## src/common/rfds_pkg.sv

```systemverilog
// Constants for the reference-frequency detection status register bank.
// Assumes a 32-bit AXI4-Lite master; printed offsets are word indices.
package rfds_pkg;

  // ==========================================================================
  // Address map (word indices; byte address is four times the index)
  localparam int unsigned ADDR_W          = 10;
  localparam logic [7:0]  IDX_REF_PAIR_A  = 8'h10;
  localparam logic [7:0]  IDX_REF_PAIR_B  = 8'h11;
  localparam logic [7:0]  IDX_REF_LAST    = 8'h12;
  localparam logic [7:0]  IDX_SYNC_STATUS = 8'h14;
  localparam logic [7:0]  IDX_LIMIT_A     = 8'h16;
  localparam logic [7:0]  IDX_LIMIT_B     = 8'h17;
  localparam logic [7:0]  IDX_EVENT_FLAGS = 8'h20;
  localparam logic [7:0]  IDX_EVENT_MASK  = 8'h21;

  // ==========================================================================
  // Reset values and writable fields
  localparam logic [7:0]  LIMIT_RESET     = 8'h33;
  localparam logic [7:0]  LIMIT_A_WMASK   = 8'h77;
  localparam logic [3:0]  FREQ_UNKNOWN    = 4'hF;
  localparam logic [2:0]  SYNC_UNKNOWN    = 3'h6;
  localparam logic [3:0]  RSVD_NIBBLE     = 4'h0;
  localparam logic [6:0]  EVENT_NONE      = 7'h00;

  // ==========================================================================
  // Monitor vector layout: five 4-bit reference codes, sync code, sync fail
  localparam int unsigned CODE_W          = 4;
  localparam int unsigned NUM_REFS        = 5;
  localparam int unsigned SYNC_LSB        = 20;
  localparam int unsigned FAIL_BIT        = 23;
  localparam int unsigned MON_W           = 24;
  localparam int unsigned EVT_SYNC_CODE   = 5;
  localparam int unsigned EVT_SYNC_FAIL   = 6;
  localparam int unsigned EVT_W           = 7;
  localparam int unsigned LIM_LO_LSB      = 0;
  localparam int unsigned LIM_HI_LSB      = 4;

  // ==========================================================================
  // Bus responses
  localparam logic [1:0]  RESP_OKAY       = 2'h0;
  localparam logic [1:0]  RESP_SLVERR     = 2'h2;

endpackage : rfds_pkg

```

## src/hdl/rfds_regs.sv

```systemverilog
// Frequency-detection status and range-limit control registers, AXI4-Lite slave.
// Assumes detection codes come from measurement logic on another clock,
// and that the master keeps valid and payload stable until taken.

// Notes on behaviour
// - Input e frequency is reported as a four-bit code, 1111 means undetected.
// - Input c code sits in bits 3:0 of the second detection register.
// - Input d code sits in bits 7:4 of the second detection register.
// - Frame input frequency is a three-bit code; unused codes mean undetected.
// - Bit 3 of the frame status register is one while frame input failed.
// - Input a range limit comes from bits 2:0 of the first limit register.
// - Input b range limit comes from bits 6:4 of the same register.
// - Both limit registers reset to 0x33, selecting code 011.
// - Inputs a and b codes sit in bits 3:0 and 7:4 of first register.
module rfds_regs (
  input  wire logic                       core_clk,
  input  wire logic                       rst_n,
  // AXI4-Lite slave
  input  wire logic [rfds_pkg::ADDR_W-1:0] s_axi_awaddr,
  input  wire logic                       s_axi_awvalid,
  output logic                            s_axi_awready,
  input  wire logic [31:0]                s_axi_wdata,
  input  wire logic [3:0]                 s_axi_wstrb,
  input  wire logic                       s_axi_wvalid,
  output logic                            s_axi_wready,
  output logic [1:0]                      s_axi_bresp,
  output logic                            s_axi_bvalid,
  input  wire logic                       s_axi_bready,
  input  wire logic [rfds_pkg::ADDR_W-1:0] s_axi_araddr,
  input  wire logic                       s_axi_arvalid,
  output logic                            s_axi_arready,
  output logic [31:0]                     s_axi_rdata,
  output logic [1:0]                      s_axi_rresp,
  output logic                            s_axi_rvalid,
  input  wire logic                       s_axi_rready,
  // Measured codes from the monitoring circuitry
  input  wire logic [3:0]                 input_a_freq_code,
  input  wire logic [3:0]                 input_b_freq_code,
  input  wire logic [3:0]                 input_c_freq_code,
  input  wire logic [3:0]                 input_d_freq_code,
  input  wire logic [3:0]                 input_e_freq_code,
  input  wire logic [2:0]                 frame_input_freq_code,
  input  wire logic                       frame_input_failed,
  // Limit selections to the monitors, and the interrupt
  output logic [2:0]                      input_a_range_limit,
  output logic [2:0]                      input_b_range_limit,
  output logic [7:0]                      range_limit_b_value,
  output logic                            irq
);

  // ==========================================================================
  // State
  typedef struct packed {
    logic                        aw_held;
    logic [7:0]                  aw_idx;
    logic                        w_held;
    logic [7:0]                  w_data;
    logic                        w_lane0;
    logic                        awready;
    logic                        wready;
    logic                        bvalid;
    logic [1:0]                  bresp;
    logic                        arready;
    logic                        rvalid;
    logic [7:0]                  rdata;
    logic [1:0]                  rresp;
    logic [rfds_pkg::MON_W-1:0]  mon_s1;
    logic [rfds_pkg::MON_W-1:0]  mon_s2;
    logic [rfds_pkg::MON_W-1:0]  mon_s3;
    logic [rfds_pkg::MON_W-1:0]  mon_val;
    logic [rfds_pkg::EVT_W-1:0]  evt_flags;
    logic [rfds_pkg::EVT_W-1:0]  evt_mask;
    logic [7:0]                  limit_a;
    logic [7:0]                  limit_b;
    logic                        irq;
  } rfds_state_t;

  rfds_state_t st_reg;
  rfds_state_t st_next;

  localparam logic [rfds_pkg::MON_W-1:0] MON_RESET = {1'b0, rfds_pkg::SYNC_UNKNOWN,
    {rfds_pkg::NUM_REFS{rfds_pkg::FREQ_UNKNOWN}}};

  localparam rfds_state_t ST_RESET = '{
    aw_held: 1'b0, aw_idx: 8'h00, w_held: 1'b0, w_data: 8'h00, w_lane0: 1'b0,
    awready: 1'b1, wready: 1'b1, bvalid: 1'b0, bresp: rfds_pkg::RESP_OKAY,
    arready: 1'b1, rvalid: 1'b0, rdata: 8'h00, rresp: rfds_pkg::RESP_OKAY,
    mon_s1: MON_RESET, mon_s2: MON_RESET, mon_s3: MON_RESET, mon_val: MON_RESET,
    evt_flags: rfds_pkg::EVENT_NONE, evt_mask: rfds_pkg::EVENT_NONE,
    limit_a: rfds_pkg::LIMIT_RESET, limit_b: rfds_pkg::LIMIT_RESET, irq: 1'b0
  };

  // ==========================================================================
  // Helpers
  // Word index of a byte address
  function automatic logic [7:0] word_idx(input logic [rfds_pkg::ADDR_W-1:0] addr);
    word_idx = addr[rfds_pkg::ADDR_W-1:2];
  endfunction : word_idx

  // Four-bit code of reference n from the monitor vector
  function automatic logic [3:0] ref_code(input logic [rfds_pkg::MON_W-1:0] mon,
                                          input int unsigned n);
    ref_code = mon[n*rfds_pkg::CODE_W +: rfds_pkg::CODE_W];
  endfunction : ref_code

  // Read mux: bit 8 flags a mapped address
  function automatic logic [8:0] read_word(input logic [7:0] idx, input rfds_state_t s);
    read_word = {1'b1, 8'h00};
    case (idx)
      rfds_pkg::IDX_REF_PAIR_A:  read_word[7:0] = {ref_code(s.mon_val, 1),
                                                  ref_code(s.mon_val, 0)};
      rfds_pkg::IDX_REF_PAIR_B:  read_word[7:0] = {ref_code(s.mon_val, 3),
                                                  ref_code(s.mon_val, 2)};
      rfds_pkg::IDX_REF_LAST:    read_word[7:0] = {rfds_pkg::RSVD_NIBBLE,
                                                  ref_code(s.mon_val, 4)};
      rfds_pkg::IDX_SYNC_STATUS: read_word[7:0] = {rfds_pkg::RSVD_NIBBLE,
                                                  s.mon_val[rfds_pkg::FAIL_BIT],
                                                  s.mon_val[rfds_pkg::SYNC_LSB +: 3]};
      rfds_pkg::IDX_LIMIT_A:     read_word[7:0] = s.limit_a;
      rfds_pkg::IDX_LIMIT_B:     read_word[7:0] = s.limit_b;
      rfds_pkg::IDX_EVENT_FLAGS: read_word[7:0] = {1'b0, s.evt_flags};
      rfds_pkg::IDX_EVENT_MASK:  read_word[7:0] = {1'b0, s.evt_mask};
      default:                   read_word      = 9'h000;
    endcase
  endfunction : read_word

  // Addresses of registers that accept a write
  function automatic logic is_writable(input logic [7:0] idx);
    is_writable = (idx == rfds_pkg::IDX_LIMIT_A) || (idx == rfds_pkg::IDX_LIMIT_B) ||
                  (idx == rfds_pkg::IDX_EVENT_FLAGS) || (idx == rfds_pkg::IDX_EVENT_MASK);
  endfunction : is_writable

  // ==========================================================================
  // Next-state logic
  logic                       wr_do;
  logic [8:0]                 rd_word;
  logic [8:0]                 wr_word;
  logic [rfds_pkg::EVT_W-1:0] evt_set;
  logic [rfds_pkg::EVT_W-1:0] evt_clr;

  always_comb begin
    st_next = st_reg;
    evt_set = rfds_pkg::EVENT_NONE;
    evt_clr = rfds_pkg::EVENT_NONE;
    rd_word = 9'h000;
    wr_word = 9'h000;

    // Two-stage synchroniser, then accept only a value stable for two cycles
    st_next.mon_s1 = {frame_input_failed, frame_input_freq_code, input_e_freq_code,
                      input_d_freq_code, input_c_freq_code, input_b_freq_code,
                      input_a_freq_code};
    st_next.mon_s2 = st_reg.mon_s1;
    st_next.mon_s3 = st_reg.mon_s2;
    if (st_reg.mon_s2 == st_reg.mon_s3) begin
      st_next.mon_val = st_reg.mon_s3;
    end

    // Events: any code change, and a new failure of the frame input
    for (int i = 0; i < rfds_pkg::NUM_REFS; i++) begin
      evt_set[i] = ref_code(st_next.mon_val, i) != ref_code(st_reg.mon_val, i);
    end
    evt_set[rfds_pkg::EVT_SYNC_CODE] = st_next.mon_val[rfds_pkg::SYNC_LSB +: 3] !=
                                       st_reg.mon_val[rfds_pkg::SYNC_LSB +: 3];
    evt_set[rfds_pkg::EVT_SYNC_FAIL] = st_next.mon_val[rfds_pkg::FAIL_BIT] &&
                                       !st_reg.mon_val[rfds_pkg::FAIL_BIT];

    // Write address and data captured independently
    if (s_axi_awvalid && st_reg.awready) begin
      st_next.aw_held = 1'b1;
      st_next.aw_idx  = word_idx(s_axi_awaddr);
    end
    if (s_axi_wvalid && st_reg.wready) begin
      st_next.w_held  = 1'b1;
      st_next.w_data  = s_axi_wdata[7:0];
      st_next.w_lane0 = s_axi_wstrb[0];
    end

    // Perform the write once both halves are held
    wr_do = st_reg.aw_held && st_reg.w_held && !st_reg.bvalid;
    if (wr_do) begin
      st_next.aw_held = 1'b0;
      st_next.w_held  = 1'b0;
      st_next.bvalid  = 1'b1;
      wr_word         = read_word(st_reg.aw_idx, st_reg);
      st_next.bresp   = wr_word[8] ? rfds_pkg::RESP_OKAY : rfds_pkg::RESP_SLVERR;
      if (st_reg.w_lane0 && is_writable(st_reg.aw_idx)) begin
        case (st_reg.aw_idx)
          rfds_pkg::IDX_LIMIT_A: st_next.limit_a = (st_reg.w_data & rfds_pkg::LIMIT_A_WMASK) |
                                   (rfds_pkg::LIMIT_RESET & ~rfds_pkg::LIMIT_A_WMASK);
          rfds_pkg::IDX_LIMIT_B:     st_next.limit_b  = st_reg.w_data;
          rfds_pkg::IDX_EVENT_FLAGS: evt_clr          = st_reg.w_data[rfds_pkg::EVT_W-1:0];
          rfds_pkg::IDX_EVENT_MASK:  st_next.evt_mask = st_reg.w_data[rfds_pkg::EVT_W-1:0];
          default:                   st_next.limit_b  = st_reg.limit_b;
        endcase
      end
    end
    if (st_reg.bvalid && s_axi_bready) begin
      st_next.bvalid = 1'b0;
    end
    st_next.awready = !st_next.aw_held && !st_next.bvalid;
    st_next.wready  = !st_next.w_held && !st_next.bvalid;

    // Sticky flags: a new event wins over a clear in the same cycle
    st_next.evt_flags = (st_reg.evt_flags & ~evt_clr) | evt_set;
    st_next.irq       = |(st_next.evt_flags & st_next.evt_mask);

    // Read channel: answer one cycle after the address is taken
    if (s_axi_arvalid && st_reg.arready) begin
      rd_word       = read_word(word_idx(s_axi_araddr), st_reg);
      st_next.rvalid = 1'b1;
      st_next.rdata  = rd_word[7:0];
      st_next.rresp  = rd_word[8] ? rfds_pkg::RESP_OKAY : rfds_pkg::RESP_SLVERR;
    end else if (st_reg.rvalid && s_axi_rready) begin
      st_next.rvalid = 1'b0;
    end
    st_next.arready = !st_next.rvalid;
  end

  // ==========================================================================
  // State register
  always_ff @(posedge core_clk or negedge rst_n) begin
    if (!rst_n) begin
      st_reg <= ST_RESET;
    end else begin
      st_reg <= st_next;
    end
  end

  // ==========================================================================
  // Outputs, all straight from the state register
  assign s_axi_awready       = st_reg.awready;
  assign s_axi_wready        = st_reg.wready;
  assign s_axi_bvalid        = st_reg.bvalid;
  assign s_axi_bresp         = st_reg.bresp;
  assign s_axi_arready       = st_reg.arready;
  assign s_axi_rvalid        = st_reg.rvalid;
  assign s_axi_rdata         = {24'h000000, st_reg.rdata};
  assign s_axi_rresp         = st_reg.rresp;
  assign input_a_range_limit = st_reg.limit_a[rfds_pkg::LIM_LO_LSB +: 3];
  assign input_b_range_limit = st_reg.limit_a[rfds_pkg::LIM_HI_LSB +: 3];
  assign range_limit_b_value = st_reg.limit_b;
  assign irq                 = st_reg.irq;

  logic       ar_fire;
  logic [7:0] ar_idx;
  assign ar_fire = s_axi_arvalid && st_reg.arready;
  assign ar_idx  = word_idx(s_axi_araddr);
endmodule : rfds_regs

```

## config.mk

```make
export PLATFORM = sky130hd
export DESIGN_NAME = rfds_regs
export DESIGN_NICKNAME = d
export VERILOG_FILES = /design/src/common/rfds_pkg.sv /design/src/hdl/rfds_regs.sv
export SDC_FILE = /design/constraint.sdc
export NUM_CORES = 1
export LEC_CHECK = 0
export BUFFER_PORTS_ARGS = -buffer_cell sky130_fd_sc_hd__buf_4
export CORE_ASPECT_RATIO = 0.7
export CORE_MARGIN = 4
export CORE_UTILIZATION = 45
export CTS_CLUSTER_SIZE = 10
export DETAILED_ROUTE_END_ITERATION = 12
export PLACE_DENSITY_LB_ADDON = 0.12
export RECOVER_POWER = 100
export SYNTH_ARGS = -nofsm -noshare
export SYNTH_HDL_FRONTEND = slang
export SYNTH_SLANG_ARGS = --single-unit
```

## constraint.sdc

```tcl
create_clock -name core_clk -period 5.3 [get_ports core_clk]
set_input_delay 0.795 -clock core_clk [delete_from_list [all_inputs] [get_ports core_clk]]
set_output_delay 0.795 -clock core_clk [all_outputs]
set_load 0.03 [all_outputs]
```

== Word-level counts from Yosys, hierarchy flattened ==
Cells that the tools add are included.
Storage, ports and cells
  ROM bits: 0
  register bits after elaboration: 161
  bits in latches: 0
  memories kept: 0
  output and inout port bits: 56
  memory bits (writable): 0
  word-level logic and storage cells: 98
Cells by class
  multiplexer cells: 24
  div/mod/pow operators: 0
  equal/unequal tests: 23
  order comparisons: 0
  multipliers: 0
  shift operators: 0
  bitwise operators: 4
  $add $sub $neg: 0
  reduce and logical (&&, ||, !) cells: 25
Operators with widths (number)
  equality test 8 x 5 -> 1 bit, second input constant: 12
  one-hot mux 8 bit (8 select lines): 1
  2-to-1 mux 23 bit: 2
  2-to-1 mux 7 bit: 5
  equality test 8 x 6 -> 1 bit, second input constant: 4
  equality test 24 bit: 1
  2-to-1 mux 24 bit: 1
  != test 4 bit: 5
  OR reduction 8 bit: 2
  AND 7 bit: 2
  logical AND 1 bit: 11
  2-to-1 mux 10 bit: 1
  2-to-1 mux 1 bit: 9
  2-to-1 mux 9 bit: 1
  2-to-1 mux 8 bit: 1
  inverter 7 bit: 1
  bitwise OR 7 bit: 1
  OR reduction 7 bit: 1
  logical NOT 1 bit: 6
  AND reduction 3 bit: 2
  2-to-1 mux 2 bit: 2
  logical OR 1 bit: 3
  2-to-1 mux 3 bit: 1
  != test 3 bit: 1

== Depth between registers and ports, before layout ==
Gate-level depths: netlist (run 1).
  word-level depth: 12
  mapped depth: 8
  mapped depth without buffers: 6

== Worst setup path after synthesis (run 1) ==
No wires, ideal clock.
  kind: input to register
  from: in s_axi_araddr[7] (netlist name)
  to: reg st_reg, in the netlist s_axi_rdata[4]
  setup slack: 2940 ps
  arrival: 2296 ps
  buffers on the path: 0
  cell stages on the path: 6
  library setup time: 64 ps
  path through: or4b_4 -> or3_4 -> nor3_4 -> a22oi_1 -> a21oi_1 -> a21o_1
Between the ends
  cells in the longest elaborated chain, start to end: 2
  elaborated cells between the ends (all ways): 9
  classes of those cells: eq/ne (8); mux (1)
RTL lines
  start: declaration: line rfds_regs.sv:29  | input wire logic [rfds_pkg::ADDR_W-1:0] s_axi_araddr,
  equality test 8 x 6 -> 1 bit or equality test 8 x 5 -> 1 bit (tied branches): line rfds_regs.sv:109  | case (idx)
  one-hot mux 8 bit (8 select lines) (*): line rfds_regs.sv:109
  end signal: assignment: line rfds_regs.sv:225  | st_reg <= st_next;
  end: declaration: line rfds_regs.sv:78  | rfds_state_t st_reg;
Every way passes the cells marked *; elsewhere a longest branch is shown, timed or not.
A chain may end at the register's enable or synchronous reset.

==> impl_metrics.json, run 1 <==
{
  "antenna_found_initial": 0,
  "overflow": 0,
  "layout-drive-gt1-share_pct": 33.6,
  "p_leak_nw": 3.36,
  "yosys_warnings": 0,
  "htreeDepth": 4,
  "reg2reg_depth": 6,
  "failed_checks": "capacitance limit, slew limit",
  "wl_um": 12800,
  "fin_hold_ws_ps": 351,
  "ir_worst_vdd_v": 0.000208,
  "clkPwrFrac_pct": 38.6,
  "crit_buf_inv": 1,
  "syn_to_final_growth_pct": 15.1,
  "internal_power_mw": 2.17,
  "sw_frac_of_total_pct": 28.6,
  "end_kind": "register",
  "die_x_um": 152,
  "cp_data_arrival_time_ps": 3500,
  "clk_pin_slew_ps": 70,
  "critPathMaxStageDelay_ps": 990,
  "synth_cell_types": 49,
  "synth_cells": 483,
  "hold_depth": 0,
  "syn-mean-instance-area_um2": 13.6,
  "io_pins": 143,
  "dr.pass1.iters": 5,
  "fmax_ghz": 0.312,
  "clockRootBuffer": "clkbuf_16",
  "synthesis.area_um2": 6550,
  "start_kind": "register",
  "vias": 3826,
  "path_cells": "xor2_1 > nor4_1 > nand4_1 > nor2_2 > clkbuf_1 > mux2_1",
  "status": "finished, violations left",
  "grt_use_total_pct": 15.9,
  "largest_reg_flops": 81,
  "r2r_setup_slack_ps": 2100,
  "synth_edf_count": 0,
  "comb_power_share_pct": 12.8,
  "dpl_worst_slack_ps": 2480,
  "ant_nets": 0,
  "synth_flop_cell": "dfstp_2",
  "crit_start": "st_reg[55]",
  "fin_skew_ps": 7.35,
  "sequentialPowerShare_pct": 48.5,
  "crit_slowest_cell": "clkbuf_1",
  "dp_hpwl_um": 9280,
  "core_um2": 14100,
  "remaining_drc_errors": 0,
  "worst_slack_ps": 2100,
  "setup_violations": 0,
  "grt_max_degree": 108,
  "min-delay-start": "st_next[102]",
  "clkSinkCount": 159,
  "tritoncts": "built",
  "whs_endpoint": "st_next[78]",
  "finalSetupTns_ps": 0,
  "max-cap-violations": 1,
  "p_sw_uw": 867,
  "ys_seq_area_share_pct": 62.6,
  "clock_latency_ps": 420,
  "clock_path_buffers": 2,
  "ys_seq_elements": 159,
  "worstReg2RegEnd": "st_reg[51]",
  "grt_pass1_vias": 3771,
  "die_h_um": 109,
  "start_util_pct": 46.5,
  "fin_nets": 643,
  "vias_per_cell": 5.03,
  "fp-row-count": 36,
  "drt-wirelength-per-cell_um": 16.8,
  "drv_slew": 108,
  "required_ps": 5600,
  "port_buffers": 85,
  "final.min_clock_period_ps": 3200,
  "final_common_cell": "dfstp_2",
  "hold_violations": 0,
  "cp_top_family": "simple AND/OR/NAND/NOR gates",
  "power_density_nw_per_um2": 403,
  "worstHoldPathType": "reg -> reg",
  "period_share_pct": 60.5,
  "slew_headroom_pct": -74.0,
  "cts.hold.buffers_added": 0,
  "grt_pass1_wl_um": 20400,
  "worst_slew_pin_slew_ps": 2610,
  "place_congestion": 0.858,
  "drt-initial-drc-count": 266,
  "r2r_start": "st_reg[55]",
  "rsz0062_at_grt": "no",
  "fillCellCount": 1236,
  "crit_fanout": 24,
  "numCtsBuffers": 17,
  "dieArea_um2": 16600,
  "synth-async-reset-ratio_pct": 100,
  "cts_resized": 0,
  "crit_type": "reg -> reg",
  "postCtsSetupRepairBufs": 0,
  "layout_common_cells": "dfstp_2 (76), dfrtp_1 (60), xor2_1 (47), clkbuf_1 (32), mux2_1 (30)"
}
synth_stat cells (all sizes together) (6+ instances only):
cell type / instances / area [um2]
a21oi: 9 / 45.0
nand2: 22 / 85.1
a222oi: 8 / 80.1
o21ai: 22 / 110
nor3: 7 / 56.3
nor2: 11 / 43.8
mux2: 54 / 608
dfstp: 99 / 2600
nor4: 11 / 68.8
buf: 54 / 413
xor2: 47 / 412
dfrtp: 60 / 1500
a22oi: 11 / 82.6
a21o: 6 / 45.0
inv: 15 / 56.3
power by group through the flow:
stage          registers (mW)  clock network (mW)  logic, mW
2_1_floorplan            1.50                   0      0.290
3_3_place_gp             1.49                   0      0.416
3_5_place_dp             1.50                   0      0.425
4_1_cts                  1.48                1.20      0.426
5_1_grt                  1.49                1.26      0.434
6_report                 1.47                1.17      0.390
through the flow:
step	std cells	area [um2]	power, mW	utilization (%)
after global placement	727	7110	1.91	50.4
after CTS	759	7700	3.11	54.6
after global routing	759	7540	3.19	53.5
after detailed placement	727	7110	1.93	50.4
after floorplan	508	6650	1.79	-
final	760	7540	3.04	53.5
how the worst max path moves through the flow:
stage	endpoint	slack, ps	cells after the start
2_1_floorplan	s_axi_rdata[4]	2940	6
3_3_place_gp	s_axi_rdata[4]	2490	7
3_5_place_dp	s_axi_rdata[4]	2480	7
4_1_cts	irq	2770	6
5_1_grt	st_next[102]	1820	2
6_report	st_reg[51]	2100	6
logic make-up after synthesis:
logic type	count (synthesis)	synth area share, %
compound gates	73	7.54
xor+xnor	48	6.42
buf+inv	73	7.41
flops	159	62.6
mux	54	9.28
other cells	1	0.0572
simple gates	75	6.67
area by class of cell:
class	instances	area, um2	share of cell area [%]
Tap cell	190	238	3.15
Inverter	15	56.3	0.747
Multi-Input combinational cell	276	2020	26.8
Antenna cell	1	2.50	0.0332
Sequential cell	159	4100	54.4
Timing Repair Buffer	87	531	7.04
Clock inverter	14	148	1.96
Clock buffer	18	439	5.82
routing by layer:
layer / vias to the layer above / track usage [%] / share of wire (%) / routed length (um)
li1: 1768 / - / - / -
met1: 1922 / 22.6 / 49 / 6250
met2: 122 / 23.7 / 44 / 5580
met3: 14 / 4.56 / 6.2 / 793
met4: 0 / 5.45 / 1.3 / 163
met5: - / 0 / 0 / 0
No activity file was read; power rests on OpenSTA's default activity.
==> run 2: changes to the inputs <==
==> constraint.sdc (replaced) <==
create_clock -name core_clk -period 3 [get_ports core_clk]
set_input_delay 0.45 -clock core_clk [delete_from_list [all_inputs] [get_ports core_clk]]
set_output_delay 0.45 -clock core_clk [all_outputs]
set_load 0.03 [all_outputs]
==> run 2 against run 1 <==
Compared with the run above: the run still ends with capacitance limit, slew limit left; combinational power up 78%; sequential power increased by 77%; setup slack got worse by 1800 ps; utilization about the same; die area stayed put; sequential share of layout area barely moved.
==> impl_metrics.json, run 2 (synthesized netlist as in run 1, its figures left out) <==
{
  "grt_use_total_pct": 16.7,
  "fin_skew_ps": 7.56,
  "ant_nets": 0,
  "clock_path_buffers": 2,
  "layout_common_cells": "dfstp_2 (72), dfrtp_1 (60), xor2_1 (47), clkbuf_1 (32), mux2_1 (30)",
  "final.min_clock_period_ps": 2690,
  "postCtsSetupRepairBufs": 0,
  "vias": 3863,
  "worst_slack_ps": 313,
  "period_share_pct": 89.6,
  "final_common_cell": "dfstp_2",
  "wl_met1_um": 6330,
  "clock_latency_ps": 420,
  "crit_type": "in -> reg",
  "port_buffers": 85,
  "layout-drive-gt1-share_pct": 33.3,
  "clk_pin_slew_ps": 60,
  "start_kind": "input pin",
  "tritoncts": "built",
  "setup_violations": 0,
  "fp-row-count": 36,
  "numCtsBuffers": 17,
  "rsz0062_at_grt": "no",
  "vias_per_cell": 5.06,
  "start_util_pct": 46.5,
  "cts.hold.buffers_added": 0,
  "fmax_ghz": 0.372,
  "max-cap-violations": 1,
  "htreeDepth": 4,
  "antennaDiodeCount": 0,
  "antenna_found_initial": 0,
  "crit_fanout": 8,
  "top_layer": "met4",
  "clockRootBuffer": "clkbuf_16",
  "path_cells": "clkbuf_4 > or4b_4 > or3_1 > nor3_1 > a22oi_1 > a21oi_1 > a21o_1",
  "largest_reg_flops": 81,
  "drt-initial-drc-count": 270,
  "die_h_um": 109,
  "slew_headroom_pct": -29.0,
  "worst_slew_pin_slew_ps": 1930,
  "ir_worst_vdd_v": 0.000381,
  "wl_um": 13100,
  "syn_to_final_growth_pct": 15.1,
  "finalPower_mw": 5.33,
  "worstHoldPathType": "in -> reg",
  "core_um2": 14100,
  "finalSetupTns_ps": 0,
  "status": "finished, violations left",
  "cp_data_arrival_time_ps": 3040,
  "failed_checks": "capacitance limit, slew limit",
  "critPathMaxStageDelay_ps": 880,
  "required_ps": 3350,
  "io_pins": 143,
  "clkSinkCount": 159,
  "place_congestion": 0.884,
  "remaining_drc_errors": 0,
  "fin_util_pct": 53.5,
  "dieArea_um2": 16600,
  "dp_hpwl_um": 9560,
  "hold_violations": 0,
  "end_kind": "register",
  "drv_slew": 81,
  "power_density_nw_per_um2": 707,
  "crit_slowest_cell": "nor3_1",
  "drt-wirelength-per-cell_um": 17.2,
  "met3WireLength_um": 890,
  "met2_length_um": 5800,
  "dpl_worst_slack_ps": 549,
  "grt_pass1_vias": 3915,
  "grt_pass1_wl_um": 21300,
  "grt_max_degree": 81,
  "fin_nets": 647,
  "overflow": 0,
  "die_x_um": 152,
  "dr.pass1.iters": 5,
  "cts_resized": 0,
  "p_leak_nw": 3.38
}
## run 2: worst paths after layout
path,start,endpoint,slack [ps],cells after the start
worst max register to register,st_reg[55],st_reg[51],360,6
worst min register to register,st_next[89],st_next[65],360,0
worst min-delay path,input_e_freq_code[3],st_next[98],140,1
max in group asynchronous,rst_n,st_reg[39],700,2
min in group asynchronous,rst_n,s_axi_rresp[1],580,1
worst max-delay path,s_axi_araddr[7],s_axi_rdata[4],310,7
## run 2: metrics by stage
stage | area, um2 | std cells | hold slack, ps
5_1_grt | 7540 | 763 | 115
3_3_place_gp | 7150 | 731 | 334
4_1_cts | 7720 | 763 | 93.5
2_1_floorplan | 6650 | 508 | 154
3_5_place_dp | 7150 | 731 | 347
6_report | 7540 | 763 | 138
## run 2: final cells by class
type | instances | area [um2]
inverter | 15 | 56.3
multi-input combinational | 276 | 2020
clock buffer | 18 | 450
fill | 1238 | 6560
timing repair buffer | 91 | 553
clock inverter | 14 | 118
sequential | 159 | 4100
tap | 190 | 238
## run 2: power by group
group / switching, mW / internal (mW) / leakage (nW) / total [mW]
clock network: 0.904 / 1.13 / 0.277 / 2.04
logic: 0.419 / 0.277 / 1.31 / 0.696
registers: 0.175 / 2.43 / 1.79 / 2.60
total: 1.50 / 3.83 / 3.38 / 5.33
## run 2: layer usage
layer	GRT usage [%]	vias to the layer above
met1	23.6	1937
met2	25.0	132
met3	4.76	13
met4	5.39	0
li1	-	1781
met5	0	-
## run 2: critical path: cells and delay by family
kind            cells  cell delay, ps
compound gates      3             640
buf+inv             1             110
simple gates        3            1830
